### src/hdl/vco_cal_pkg.sv
package vco_cal_pkg;
	localparam int ADDR_W = 12;
	localparam int IDX_W = 10;
	// register indexes, byte address is four times the index
	localparam logic [IDX_W-1:0] IDX_UPDATE = 10'h00F;
	localparam logic [IDX_W-1:0] IDX_STATUS = 10'h020;
	localparam logic [IDX_W-1:0] IDX_IRQ_STAT = 10'h021;
	localparam logic [IDX_W-1:0] IDX_IRQ_MASK = 10'h022;
	localparam logic [IDX_W-1:0] IDX_CTRL = 10'h100;
	localparam logic [IDX_W-1:0] IDX_LOOP = 10'h101;
	localparam logic [IDX_W-1:0] IDX_NDIV = 10'h107;
	localparam logic [IDX_W-1:0] IDX_AUXDIV = 10'h108;
	localparam int CTRL_CAL_BIT = 3;
	localparam int LOOP_LSB = 1;
	localparam int LOOP_MSB = 2;
	localparam int STAT_LOCK_BIT = 0;
	localparam int STAT_BUSY_BIT = 2;
	localparam int STAT_BAND_LSB = 8;
	localparam logic [7:0] UPDATE_KEY = 8'h01;
	localparam logic [1:0] LOOP_MODE0 = 2'h0;
	localparam logic [1:0] LOOP_MODE1 = 2'h1;
	localparam logic [1:0] LOOP_MODE2 = 2'h2;
	localparam logic [7:0] NDIV_RST = 8'h01;
	localparam logic [7:0] AUXDIV_RST = 8'h01;
	localparam logic [15:0] LOR_BYPASS_DIV = 16'h0200;
	localparam int CAL_PFD_CYCLES = 98500;
	localparam int LOCK_PFD_CYCLES = 65500;
	localparam int LOCK_PPM = 16;
	localparam int PPM_SCALE = 1000000;
	localparam int BAND_W = 8;
	localparam int SYNC_W = 3;
	localparam int SYNC_LOSS = 2;
	localparam int SYNC_FB = 1;
	localparam int SYNC_REF = 0;
	typedef struct packed {
		logic lock_loss;
		logic lock_gain;
		logic cal_done;
	} irq_t;
	typedef enum logic [1:0] {
		ST_IDLE = 2'b00,
		ST_WAIT_REF = 2'b01,
		ST_SEARCH = 2'b10,
		ST_DONE = 2'b11
	} cal_state_t;
endpackage

### src/hdl/pin_sync.sv
`timescale 1ns/1ns
module pin_sync #(
	parameter int W = 1
) (
	input wire logic clk_i,
	input wire logic rst_n_i,
	input wire logic [W-1:0] pin_i,
	output logic [W-1:0] level_o,
	output logic [W-1:0] rise_o
);
	logic [W-1:0] s1_r;
	logic [W-1:0] s2_r;
	logic [W-1:0] s3_r;
	genvar g;
	generate
		for (g = 0; g < W; g++)
		begin : g_bit
			// s1 feeds only s2, a level changes once s2 and s3 agree
			always_ff @(posedge clk_i)
			begin
				s1_r[g] <= pin_i[g];
				s2_r[g] <= s1_r[g];
				s3_r[g] <= s2_r[g];
				// level tracks the pin in reset, so a high pin shows no false low after it
				if (!rst_n_i)
				begin
					level_o[g] <= s3_r[g];
					rise_o[g] <= 1'b0;
				end
				else
				begin
					rise_o[g] <= (s2_r[g] == s3_r[g]) && s3_r[g] && !level_o[g];
					if (s2_r[g] == s3_r[g])
						level_o[g] <= s3_r[g];
				end
			end
		end
	endgenerate
endmodule

### src/hdl/freq_lock_detect.sv
`timescale 1ns/1ns
module freq_lock_detect
	import vco_cal_pkg::*;
#(
	parameter int WINDOW = LOCK_PFD_CYCLES
) (
	input wire logic clk_i,
	input wire logic rst_n_i,
	input wire logic run_i,
	input wire logic ref_tick_i,
	input wire logic fb_tick_i,
	output logic lock_o
);
	localparam int CW = $clog2(WINDOW + 1) + 1;
	localparam logic [CW-1:0] LAST = CW'(WINDOW - 1);
	localparam logic [63:0] LIMIT = 64'(LOCK_PPM) * 64'(WINDOW);
	localparam logic [63:0] SCALE = 64'(PPM_SCALE);
	logic [CW-1:0] ref_cnt_r;
	logic [CW-1:0] fb_cnt_r;
	logic [CW-1:0] diff;
	always_comb
	begin
		diff = (fb_cnt_r > ref_cnt_r) ? fb_cnt_r - ref_cnt_r : ref_cnt_r - fb_cnt_r;
	end
	// window counted in reference edges at the phase detector
	always_ff @(posedge clk_i)
	begin
		if (!rst_n_i || !run_i)
		begin
			ref_cnt_r <= '0;
			fb_cnt_r <= '0;
		end
		else if (ref_tick_i && ref_cnt_r == LAST)
		begin
			ref_cnt_r <= '0;
			fb_cnt_r <= '0;
		end
		else
		begin
			if (ref_tick_i)
				ref_cnt_r <= ref_cnt_r + 1'b1;
			if (fb_tick_i)
				fb_cnt_r <= fb_cnt_r + 1'b1;
		end
	end
	// lock drops at once when the loop is taken away for calibration
	always_ff @(posedge clk_i)
	begin
		if (!rst_n_i || !run_i)
			lock_o <= 1'b0;
		else if (ref_tick_i && ref_cnt_r == LAST)
			lock_o <= (64'(diff) * SCALE) < LIMIT;
	end
endmodule

### src/hdl/vco_calibration_controller.sv
// The AHB-Lite slave port and the register offsets were decided locally.
`timescale 1ns/1ns
// Function
// - calibrate against reference, wait for valid reference
// - loop 1, divide >= 512: skip loss gating
// - start bit set to one starts calibration
// - start bit sticks; needs zero before next start
// - status busy bit high while calibrating
// - first calibration holds distribution until busy falls
// - calibration lasts about 98,500 phase-detector cycles
// - calibration stops primary and zero-delay dividers
// - loop 2 calibrates as loop 0, then restores
// - lock when average difference below 16 ppm
// - lock evaluation takes about 65,500 cycles
// - calibration resets both oscillator output dividers
module vco_calibration_controller
	import vco_cal_pkg::*;
#(
	parameter int CAL_CYCLES = CAL_PFD_CYCLES,
	parameter int LOCK_CYCLES = LOCK_PFD_CYCLES
) (
	input wire logic clk_i,
	input wire logic rst_n_i,
	input wire logic hsel_i,
	input wire logic [31:0] haddr_i,
	input wire logic [1:0] htrans_i,
	input wire logic hwrite_i,
	input wire logic [2:0] hsize_i,
	input wire logic [31:0] hwdata_i,
	input wire logic hready_i,
	output logic [31:0] hrdata_o,
	output logic hreadyout_o,
	output logic hresp_o,
	input wire logic ref_clk_i,
	input wire logic fb_clk_i,
	input wire logic reference_loss_flag_i,
	output logic irq_o,
	output logic cal_busy_o,
	output logic lock_o,
	output logic [1:0] loop_mode_o,
	output logic dist_sync_o,
	output logic vco_div_sync_o,
	output logic [BAND_W-1:0] vco_band_o
);
	localparam int CW = $clog2(CAL_CYCLES + 1);
	localparam int BW = $clog2(BAND_W);
	localparam logic [CW-1:0] STEP_LAST = CW'(CAL_CYCLES / BAND_W - 1);
	localparam logic [BAND_W-1:0] BAND_MID = BAND_W'(1) << (BAND_W - 1);
	localparam logic [BW-1:0] BIT_TOP = BW'(BAND_W - 1);
	logic [SYNC_W-1:0] pin_level;
	logic [SYNC_W-1:0] pin_rise;
	logic ref_rise;
	logic fb_rise;
	logic ref_lost;
	logic det_lock;
	logic acc;
	logic wr_pend_r;
	logic rd_pend_r;
	logic hi_ok_r;
	logic [IDX_W-1:0] idx_r;
	logic hreadyout_r;
	logic [31:0] hrdata_r;
	logic [31:0] rd_mux;
	logic we;
	logic start_stage_r;
	logic start_app_r;
	logic [1:0] mode_stage_r;
	logic [1:0] mode_app_r;
	logic [7:0] ndiv_r;
	logic [7:0] aux_r;
	logic update_wr;
	logic start_pend_r;
	cal_state_t state_r;
	cal_state_t state_nxt;
	logic [CW-1:0] step_ref_r;
	logic [CW-1:0] step_fb_r;
	logic [BW-1:0] bit_idx_r;
	logic [BAND_W-1:0] band_r;
	logic step_end;
	logic ref_ok;
	logic lor_bypass;
	logic busy_r;
	logic busy_nxt;
	logic dist_sync_r;
	logic [1:0] loop_mode_r;
	irq_t irq_stat_r;
	irq_t irq_mask_r;
	irq_t irq_set;
	irq_t irq_clr;
	irq_t irq_stat_nxt;
	logic lock_prev_r;
	logic irq_r;
	pin_sync #(
		.W(SYNC_W)
	) u_pin_sync (
		.clk_i(clk_i),
		.rst_n_i(rst_n_i),
		.pin_i({reference_loss_flag_i, fb_clk_i, ref_clk_i}),
		.level_o(pin_level),
		.rise_o(pin_rise)
	);

	assign ref_rise = pin_rise[SYNC_REF];
	assign fb_rise = pin_rise[SYNC_FB];
	assign ref_lost = pin_level[SYNC_LOSS];
	// lock detector only runs on a closed loop, never during calibration
	freq_lock_detect #(
		.WINDOW(LOCK_CYCLES)
	) u_lock (
		.clk_i(clk_i),
		.rst_n_i(rst_n_i),
		.run_i(!busy_r),
		.ref_tick_i(ref_rise),
		.fb_tick_i(fb_rise),
		.lock_o(det_lock)
	);

	// bus: writes zero wait, reads one wait so a write just before is seen
	assign acc = hsel_i && htrans_i[1] && hready_i;
	assign we = wr_pend_r && hi_ok_r;
	assign update_wr = we && idx_r == IDX_UPDATE && hwdata_i[7:0] == UPDATE_KEY;

	always_ff @(posedge clk_i)
	begin
		if (!rst_n_i)
		begin
			wr_pend_r <= 1'b0;
			rd_pend_r <= 1'b0;
			hi_ok_r <= 1'b0;
			idx_r <= '0;
			hreadyout_r <= 1'b1;
		end
		else
		begin
			wr_pend_r <= acc && hwrite_i;
			rd_pend_r <= acc && !hwrite_i;
			hreadyout_r <= !(acc && !hwrite_i);
			if (acc)
			begin
				idx_r <= haddr_i[ADDR_W-1:2];
				hi_ok_r <= haddr_i[31:ADDR_W] == '0;
			end
		end
	end

	always_comb
	begin
		rd_mux = '0;
		unique case (idx_r)
			IDX_CTRL: rd_mux[CTRL_CAL_BIT] = start_stage_r;
			IDX_LOOP: rd_mux[LOOP_MSB:LOOP_LSB] = mode_stage_r;
			IDX_NDIV: rd_mux[7:0] = ndiv_r;
			IDX_AUXDIV: rd_mux[7:0] = aux_r;
			IDX_STATUS:
			begin
				rd_mux[STAT_LOCK_BIT] = lock_o;
				rd_mux[STAT_BUSY_BIT] = busy_r;
				rd_mux[STAT_BAND_LSB +: BAND_W] = band_r;
			end
			IDX_IRQ_STAT: rd_mux[$bits(irq_t)-1:0] = irq_stat_r;
			IDX_IRQ_MASK: rd_mux[$bits(irq_t)-1:0] = irq_mask_r;
			default: rd_mux = '0;
		endcase
	end

	always_ff @(posedge clk_i)
	begin
		if (!rst_n_i)
			hrdata_r <= '0;
		else if (rd_pend_r)
			hrdata_r <= hi_ok_r ? rd_mux : '0;
	end

	// staged start and loop mode, taken over only on an update write; the divider registers act at once
	always_ff @(posedge clk_i)
	begin
		if (!rst_n_i)
		begin
			start_stage_r <= 1'b0;
			mode_stage_r <= LOOP_MODE0;
			ndiv_r <= NDIV_RST;
			aux_r <= AUXDIV_RST;
		end
		else if (we)
		begin
			if (idx_r == IDX_CTRL)
				start_stage_r <= hwdata_i[CTRL_CAL_BIT];
			if (idx_r == IDX_LOOP)
				mode_stage_r <= hwdata_i[LOOP_MSB:LOOP_LSB];
			if (idx_r == IDX_NDIV)
				ndiv_r <= hwdata_i[7:0];
			if (idx_r == IDX_AUXDIV)
				aux_r <= hwdata_i[7:0];
		end
	end

	always_ff @(posedge clk_i)
	begin
		if (!rst_n_i)
		begin
			start_app_r <= 1'b0;
			mode_app_r <= LOOP_MODE0;
		end
		else if (update_wr)
		begin
			start_app_r <= start_stage_r;
			mode_app_r <= mode_stage_r;
		end
	end

	// a start that stays at one never retriggers; a reset always calibrates
	always_ff @(posedge clk_i)
	begin
		if (!rst_n_i)
			start_pend_r <= 1'b1;
		else if (update_wr && start_stage_r && !start_app_r)
			start_pend_r <= 1'b1;
		else if (state_r == ST_IDLE)
			start_pend_r <= 1'b0;
	end

	// low reference rates leave the loss flag set, so it cannot gate
	assign lor_bypass = mode_app_r == LOOP_MODE1 && (16'(ndiv_r) * 16'(aux_r)) >= LOR_BYPASS_DIV;
	assign ref_ok = ref_rise && (lor_bypass || !ref_lost);
	assign step_end = ref_rise && step_ref_r == STEP_LAST;

	always_comb
	begin
		state_nxt = state_r;
		unique case (state_r)
			ST_IDLE:
				if (start_pend_r)
					state_nxt = ST_WAIT_REF;
			ST_WAIT_REF:
				if (ref_ok)
					state_nxt = ST_SEARCH;
			ST_SEARCH:
				if (step_end && bit_idx_r == '0)
					state_nxt = ST_DONE;
			ST_DONE:
				state_nxt = ST_IDLE;
		endcase
	end

	always_ff @(posedge clk_i)
	begin
		if (!rst_n_i)
			state_r <= ST_IDLE;
		else
			state_r <= state_nxt;
	end

	// band search: one bit per step, feedback edges against reference edges
	always_ff @(posedge clk_i)
	begin
		if (!rst_n_i)
		begin
			step_ref_r <= '0;
			step_fb_r <= '0;
			bit_idx_r <= BIT_TOP;
			band_r <= BAND_MID;
		end
		else if (state_r == ST_WAIT_REF)
		begin
			step_ref_r <= '0;
			step_fb_r <= '0;
			bit_idx_r <= BIT_TOP;
			band_r <= BAND_MID;
		end
		else if (state_r == ST_SEARCH)
		begin
			if (step_end)
			begin
				step_ref_r <= '0;
				step_fb_r <= '0;
				if (step_fb_r > step_ref_r)
					band_r[bit_idx_r] <= 1'b0;
				if (bit_idx_r != '0)
				begin
					band_r[bit_idx_r - 1'b1] <= 1'b1;
					bit_idx_r <= bit_idx_r - 1'b1;
				end
			end
			else
			begin
				if (ref_rise)
					step_ref_r <= step_ref_r + 1'b1;
				if (fb_rise)
					step_fb_r <= step_fb_r + 1'b1;
			end
		end
	end

	assign busy_nxt = state_nxt == ST_WAIT_REF || state_nxt == ST_SEARCH;

	always_ff @(posedge clk_i)
	begin
		if (!rst_n_i)
		begin
			busy_r <= 1'b0;
			loop_mode_r <= LOOP_MODE0;
		end
		else
		begin
			busy_r <= busy_nxt;
			// divider chain stops during calibration, so loop 2 has no feedback
			loop_mode_r <= (busy_nxt && mode_app_r == LOOP_MODE2) ? LOOP_MODE0 : mode_app_r;
		end
	end

	// distribution held only through the first calibration after reset
	always_ff @(posedge clk_i)
	begin
		if (!rst_n_i)
			dist_sync_r <= 1'b1;
		else if (state_r == ST_SEARCH && state_nxt == ST_DONE)
			dist_sync_r <= 1'b0;
	end

	// interrupts: set wins over a same-cycle clear
	always_comb
	begin
		irq_set.cal_done = state_r == ST_DONE;
		irq_set.lock_gain = det_lock && !lock_prev_r;
		irq_set.lock_loss = !det_lock && lock_prev_r;
		irq_clr = '0;
		if (we && idx_r == IDX_IRQ_STAT)
			irq_clr = hwdata_i[$bits(irq_t)-1:0];
		irq_stat_nxt = (irq_stat_r & ~irq_clr) | irq_set;
	end

	always_ff @(posedge clk_i)
	begin
		if (!rst_n_i)
		begin
			irq_stat_r <= '0;
			irq_mask_r <= '0;
			lock_prev_r <= 1'b0;
			irq_r <= 1'b0;
		end
		else
		begin
			irq_stat_r <= irq_stat_nxt;
			lock_prev_r <= det_lock;
			irq_r <= |(irq_stat_nxt & irq_mask_r);
			if (we && idx_r == IDX_IRQ_MASK)
				irq_mask_r <= hwdata_i[$bits(irq_t)-1:0];
		end
	end

	assign hrdata_o = hrdata_r;
	assign hreadyout_o = hreadyout_r;
	assign hresp_o = 1'b0;
	assign irq_o = irq_r;
	assign cal_busy_o = busy_r;
	assign lock_o = lock_prev_r;
	assign loop_mode_o = loop_mode_r;
	assign dist_sync_o = dist_sync_r;
	// busy holds both oscillator dividers in synchronous reset
	assign vco_div_sync_o = busy_r;
	assign vco_band_o = band_r;
endmodule

### config.mk
export PLATFORM = sky130hd
export DESIGN_NAME = vco_calibration_controller
export DESIGN_NICKNAME = d
export VERILOG_FILES = /design/src/hdl/vco_cal_pkg.sv /design/src/hdl/pin_sync.sv /design/src/hdl/freq_lock_detect.sv /design/src/hdl/vco_calibration_controller.sv
export SDC_FILE = /design/constraint.sdc
export NUM_CORES = 1
export LEC_CHECK = 0
export ABC_AREA = 1
export BUFFER_PORTS_ARGS = -buffer_cell sky130_fd_sc_hd__buf_2
export CAP_MARGIN = 20
export CELL_PAD_IN_SITES_DETAIL_PLACEMENT = 0
export CELL_PAD_IN_SITES_GLOBAL_PLACEMENT = 2
export CORE_ASPECT_RATIO = 1.75
export CORE_UTILIZATION = 38
export CTS_BUF_LIST = sky130_fd_sc_hd__clkbuf_16
export CTS_CLUSTER_DIAMETER = 80
export DETAILED_ROUTE_END_ITERATION = 12
export PLACE_DENSITY = 0.85
export SYNTH_ARGS = -nofsm -noshare
export SYNTH_HDL_FRONTEND = slang
export SYNTH_HIERARCHICAL = 1
export SYNTH_SLANG_ARGS = --single-unit
### constraint.sdc
create_clock -name clk_i -period 13.2 [get_ports clk_i]
set_clock_uncertainty 0.15 [all_clocks]
set_input_delay 0.66 -clock clk_i [delete_from_list [all_inputs] [get_ports clk_i]]
set_output_delay 0.66 -clock clk_i [all_outputs]
set_load 0.01 [all_outputs]
==> summary.md <==
| Metric | Value |
|---|---|
| CP Max Fanout | `21` |
| Most Frequent Cell on Critical Path | `nand2_1` |
| Routed wire length per instance | `15.14 um` |
| RSZ-0062 raised after global routing | `no` |
| Final Cell Area | `17,770 um2` |
| Root buffer cell | `clkbuf_16` |
| Internal power | `0.0008552 W` |
| Via/cell ratio | `4.887` |
| Post-CTS Setup Bufs | `0` |
| Critical path capture point type | `register` |
| Final Power | `0.001288 W` |
| Rows | `100` |
| Die X | `158.8 um` |
| Post-Syn Area | `16,340 um2` |
| Period utilization | `59.08%` |
| Remaining DRCs | `0` |
| CTS tree | `yes` |
| Htree depth | `4` |
| Crit path time final | `7.798 ns` |
| Post-DP HPWL | `38,740 um` |
| Nets | `2,768` |
| Largest net degree at the start of global routing | `46` |
| CTS buffer count | `17` |
| Clock Latency Late Sink | `0.44 ns` |
| Setup TNS | `0 ns` |
| CTS clk-pin slew, worst paths | `0.07 ns` |
| Number of hold buffers added after cts | `0` |
| Area after DPL | `17,180 um2` |
| Logic pwr share | `23.6%` |
| IO Count | `126` |
| Die ar. | `43,860 um2` |
| Seq pwr share | `38.5%` |
| Worst stage delay on the critical path | `0.54 ns` |
| Critical path arrival | `8.03 ns` |
| Fin. Hold Viols | `0` |
| Crit path kind | `register to register` |
| Global-route usage over all layers | `20.72%` |
| P_leak | `9.620 nW` |
| Worst path required time | `13.43 ns` |
| Worst path slowest cell | `fa_1` |
| Max_cap viols | `0` |
| Vias after detailed routing | `14,490` |
| VDD IR max | `0.0001113 V` |
| Initial antenna violation count | `1` |
| Area grow syn2layout | `8.776%` |
| Max-slew headroom | `43.11%` |
| Cell count after synthesis | `2,334` |
| YS warnings | `6` |
| Slew Viols, Final | `0` |
| Post-cts sizing count | `0` |
| Drt initial violations | `440` |
| Post-DRT Antenna Nets | `0` |
| Layout cells sized above 1 | `7.452%` |
| Startpoint types | `register` |
| Power Density | `72.48 nW/um2` |
| FF-to-FF setup slack | `5.40 ns` |
| Core area | `42,420 um2` |
| Status | `complete, no violations` |
| Hold crit path type | `register to register` |
| # clock sinks | `161` |
| Starting Density | `38.52%` |
| Syn_area_per_cell | `7.001 um2` |
| PortBufs | `78` |
| Vias in the first global route | `14,610` |
| Congestion Overflow GR | `0` |
| Filler Cells Inserted | `4,560` |
| Total wire length | `44,880 um` |
| First-pass GRT wire length | `72,230 um` |
| Die height | `276.3 um` |
| First drt pass iteration count | `5` |
| Final Wtd Congestion | `0.8881` |
| Net Switching | `0.0004330 W` |
| Slew at the pin closest to its max-slew limit | `0.8456 ns` |
| Final setup viols | `0` |
| Switch share | `33.62%` |
| Clock power share | `37.9%` |
| Fmax | `0.1282 GHz` |
| Clk buf depth | `2` |
registers in the layout, indices dropped and copies added, names as in the netlist, 3 cells and up:
| signal | count |
|---|---|
| aux_r | 8 |
| bit_idx_r | 3 |
| hrdata_o | 16 |
| idx_r | 10 |
| irq_mask_r | 3 |
| irq_stat_r | 3 |
| ndiv_r | 8 |
| step_fb_r | 17 |
| step_ref_r | 17 |
| u_lock/fb_cnt_r | 17 |
| u_lock/ref_cnt_r | 17 |
| u_pin_sync/level_o | 3 |
| u_pin_sync/s1_r | 3 |
| u_pin_sync/s2_r | 3 |
| u_pin_sync/s3_r | 3 |
| vco_band_o | 8 |
cell usage in the layout, fill, tap and decap left out, types with 6 or more instances in the layout:
master     instances
a211oi_1           8
a21o_1             6
a21oi_1          168
buf_2             78
clkbuf_16         17
conb_1            17
dfxtp_1          158
fa_1              96
ha_1             206
inv_1            451
inv_2             15
inv_8              6
nand2_1          553
nand2_2            7
nand2_4            6
nand3_1          116
nand3b_1          12
nand4_1           31
nor2_1           153
nor3_1            44
nor4_1            18
o21ai_0           83
o21ai_1            9
or2_2              7
xnor2_1           11
xor2_1            36
power by group through the flow:
stage | Sequential [W] | Combinational [W] | Clock, W
finish | 0.000496 | 0.000304 | 0.000488
global placement | 0.000507 | 0.000309 | 0
floorplan | 0.000506 | 0.000223 | 0
global route | 0.000496 | 0.000350 | 0.000520
CTS | 0.000496 | 0.000313 | 0.000504
detailed placement | 0.000507 | 0.000312 | 0
critical path: cells and delay by family (launching register included):
kind	cells	cell delay, ns
flops	1	0.42
simple gates	20	2.81
buf+inv	8	0.65
fa+ha+maj	8	3.68
path summary, 6_finish.rpt:
check / start / end / cells past startpoint
worst max-delay path: u_lock/ref_cnt_r[10] / u_lock/lock_o / 36
worst min register to register: u_pin_sync/s1_r[1] / u_pin_sync/s2_r[1] / 0
worst max register to register: u_lock/ref_cnt_r[10] / u_lock/lock_o / 36
worst min-delay path: u_pin_sync/s1_r[1] / u_pin_sync/s2_r[1] / 0
stage by stage:
stage	std cells	hold slack (ns)	setup slack (ns)	utilization [%]
floorplan	2350	0.1596	6.767	-
global placement	2931	0.1638	5.429	40.51
detailed placement	2931	0.1621	5.380	40.51
CTS	2963	0.1568	5.367	41.90
global route	2964	0.1591	4.818	41.90
finish	2964	0.1740	5.402	41.90
metal layers:
layer	wire (um)	up-vias	GRT usage [%]
met5	0	-	0
met4	2066	0	10.68
met3	754	98	1.860
met2	26380	182	43.41
met1	15680	6712	19.12
li1	-	7493	-
cell type report:
| type | instances | area, um2 | area share (%) |
|---|---|---|---|
| Inverter | 468 | 1757 | 9.884 |
| Clock inverter | 15 | 163.9 | 0.9222 |
| Timing Repair Buffer | 81 | 412.9 | 2.323 |
| Antenna cell | 1 | 2.502 | 0.01408 |
| Clock buffer | 17 | 425.4 | 2.394 |
| Sequential cell | 161 | 3253 | 18.30 |
| Tap cell | 561 | 701.9 | 3.949 |
| Multi-Input combinational cell | 1660 | 11060 | 62.21 |
Power figures use the tool's default switching activity.
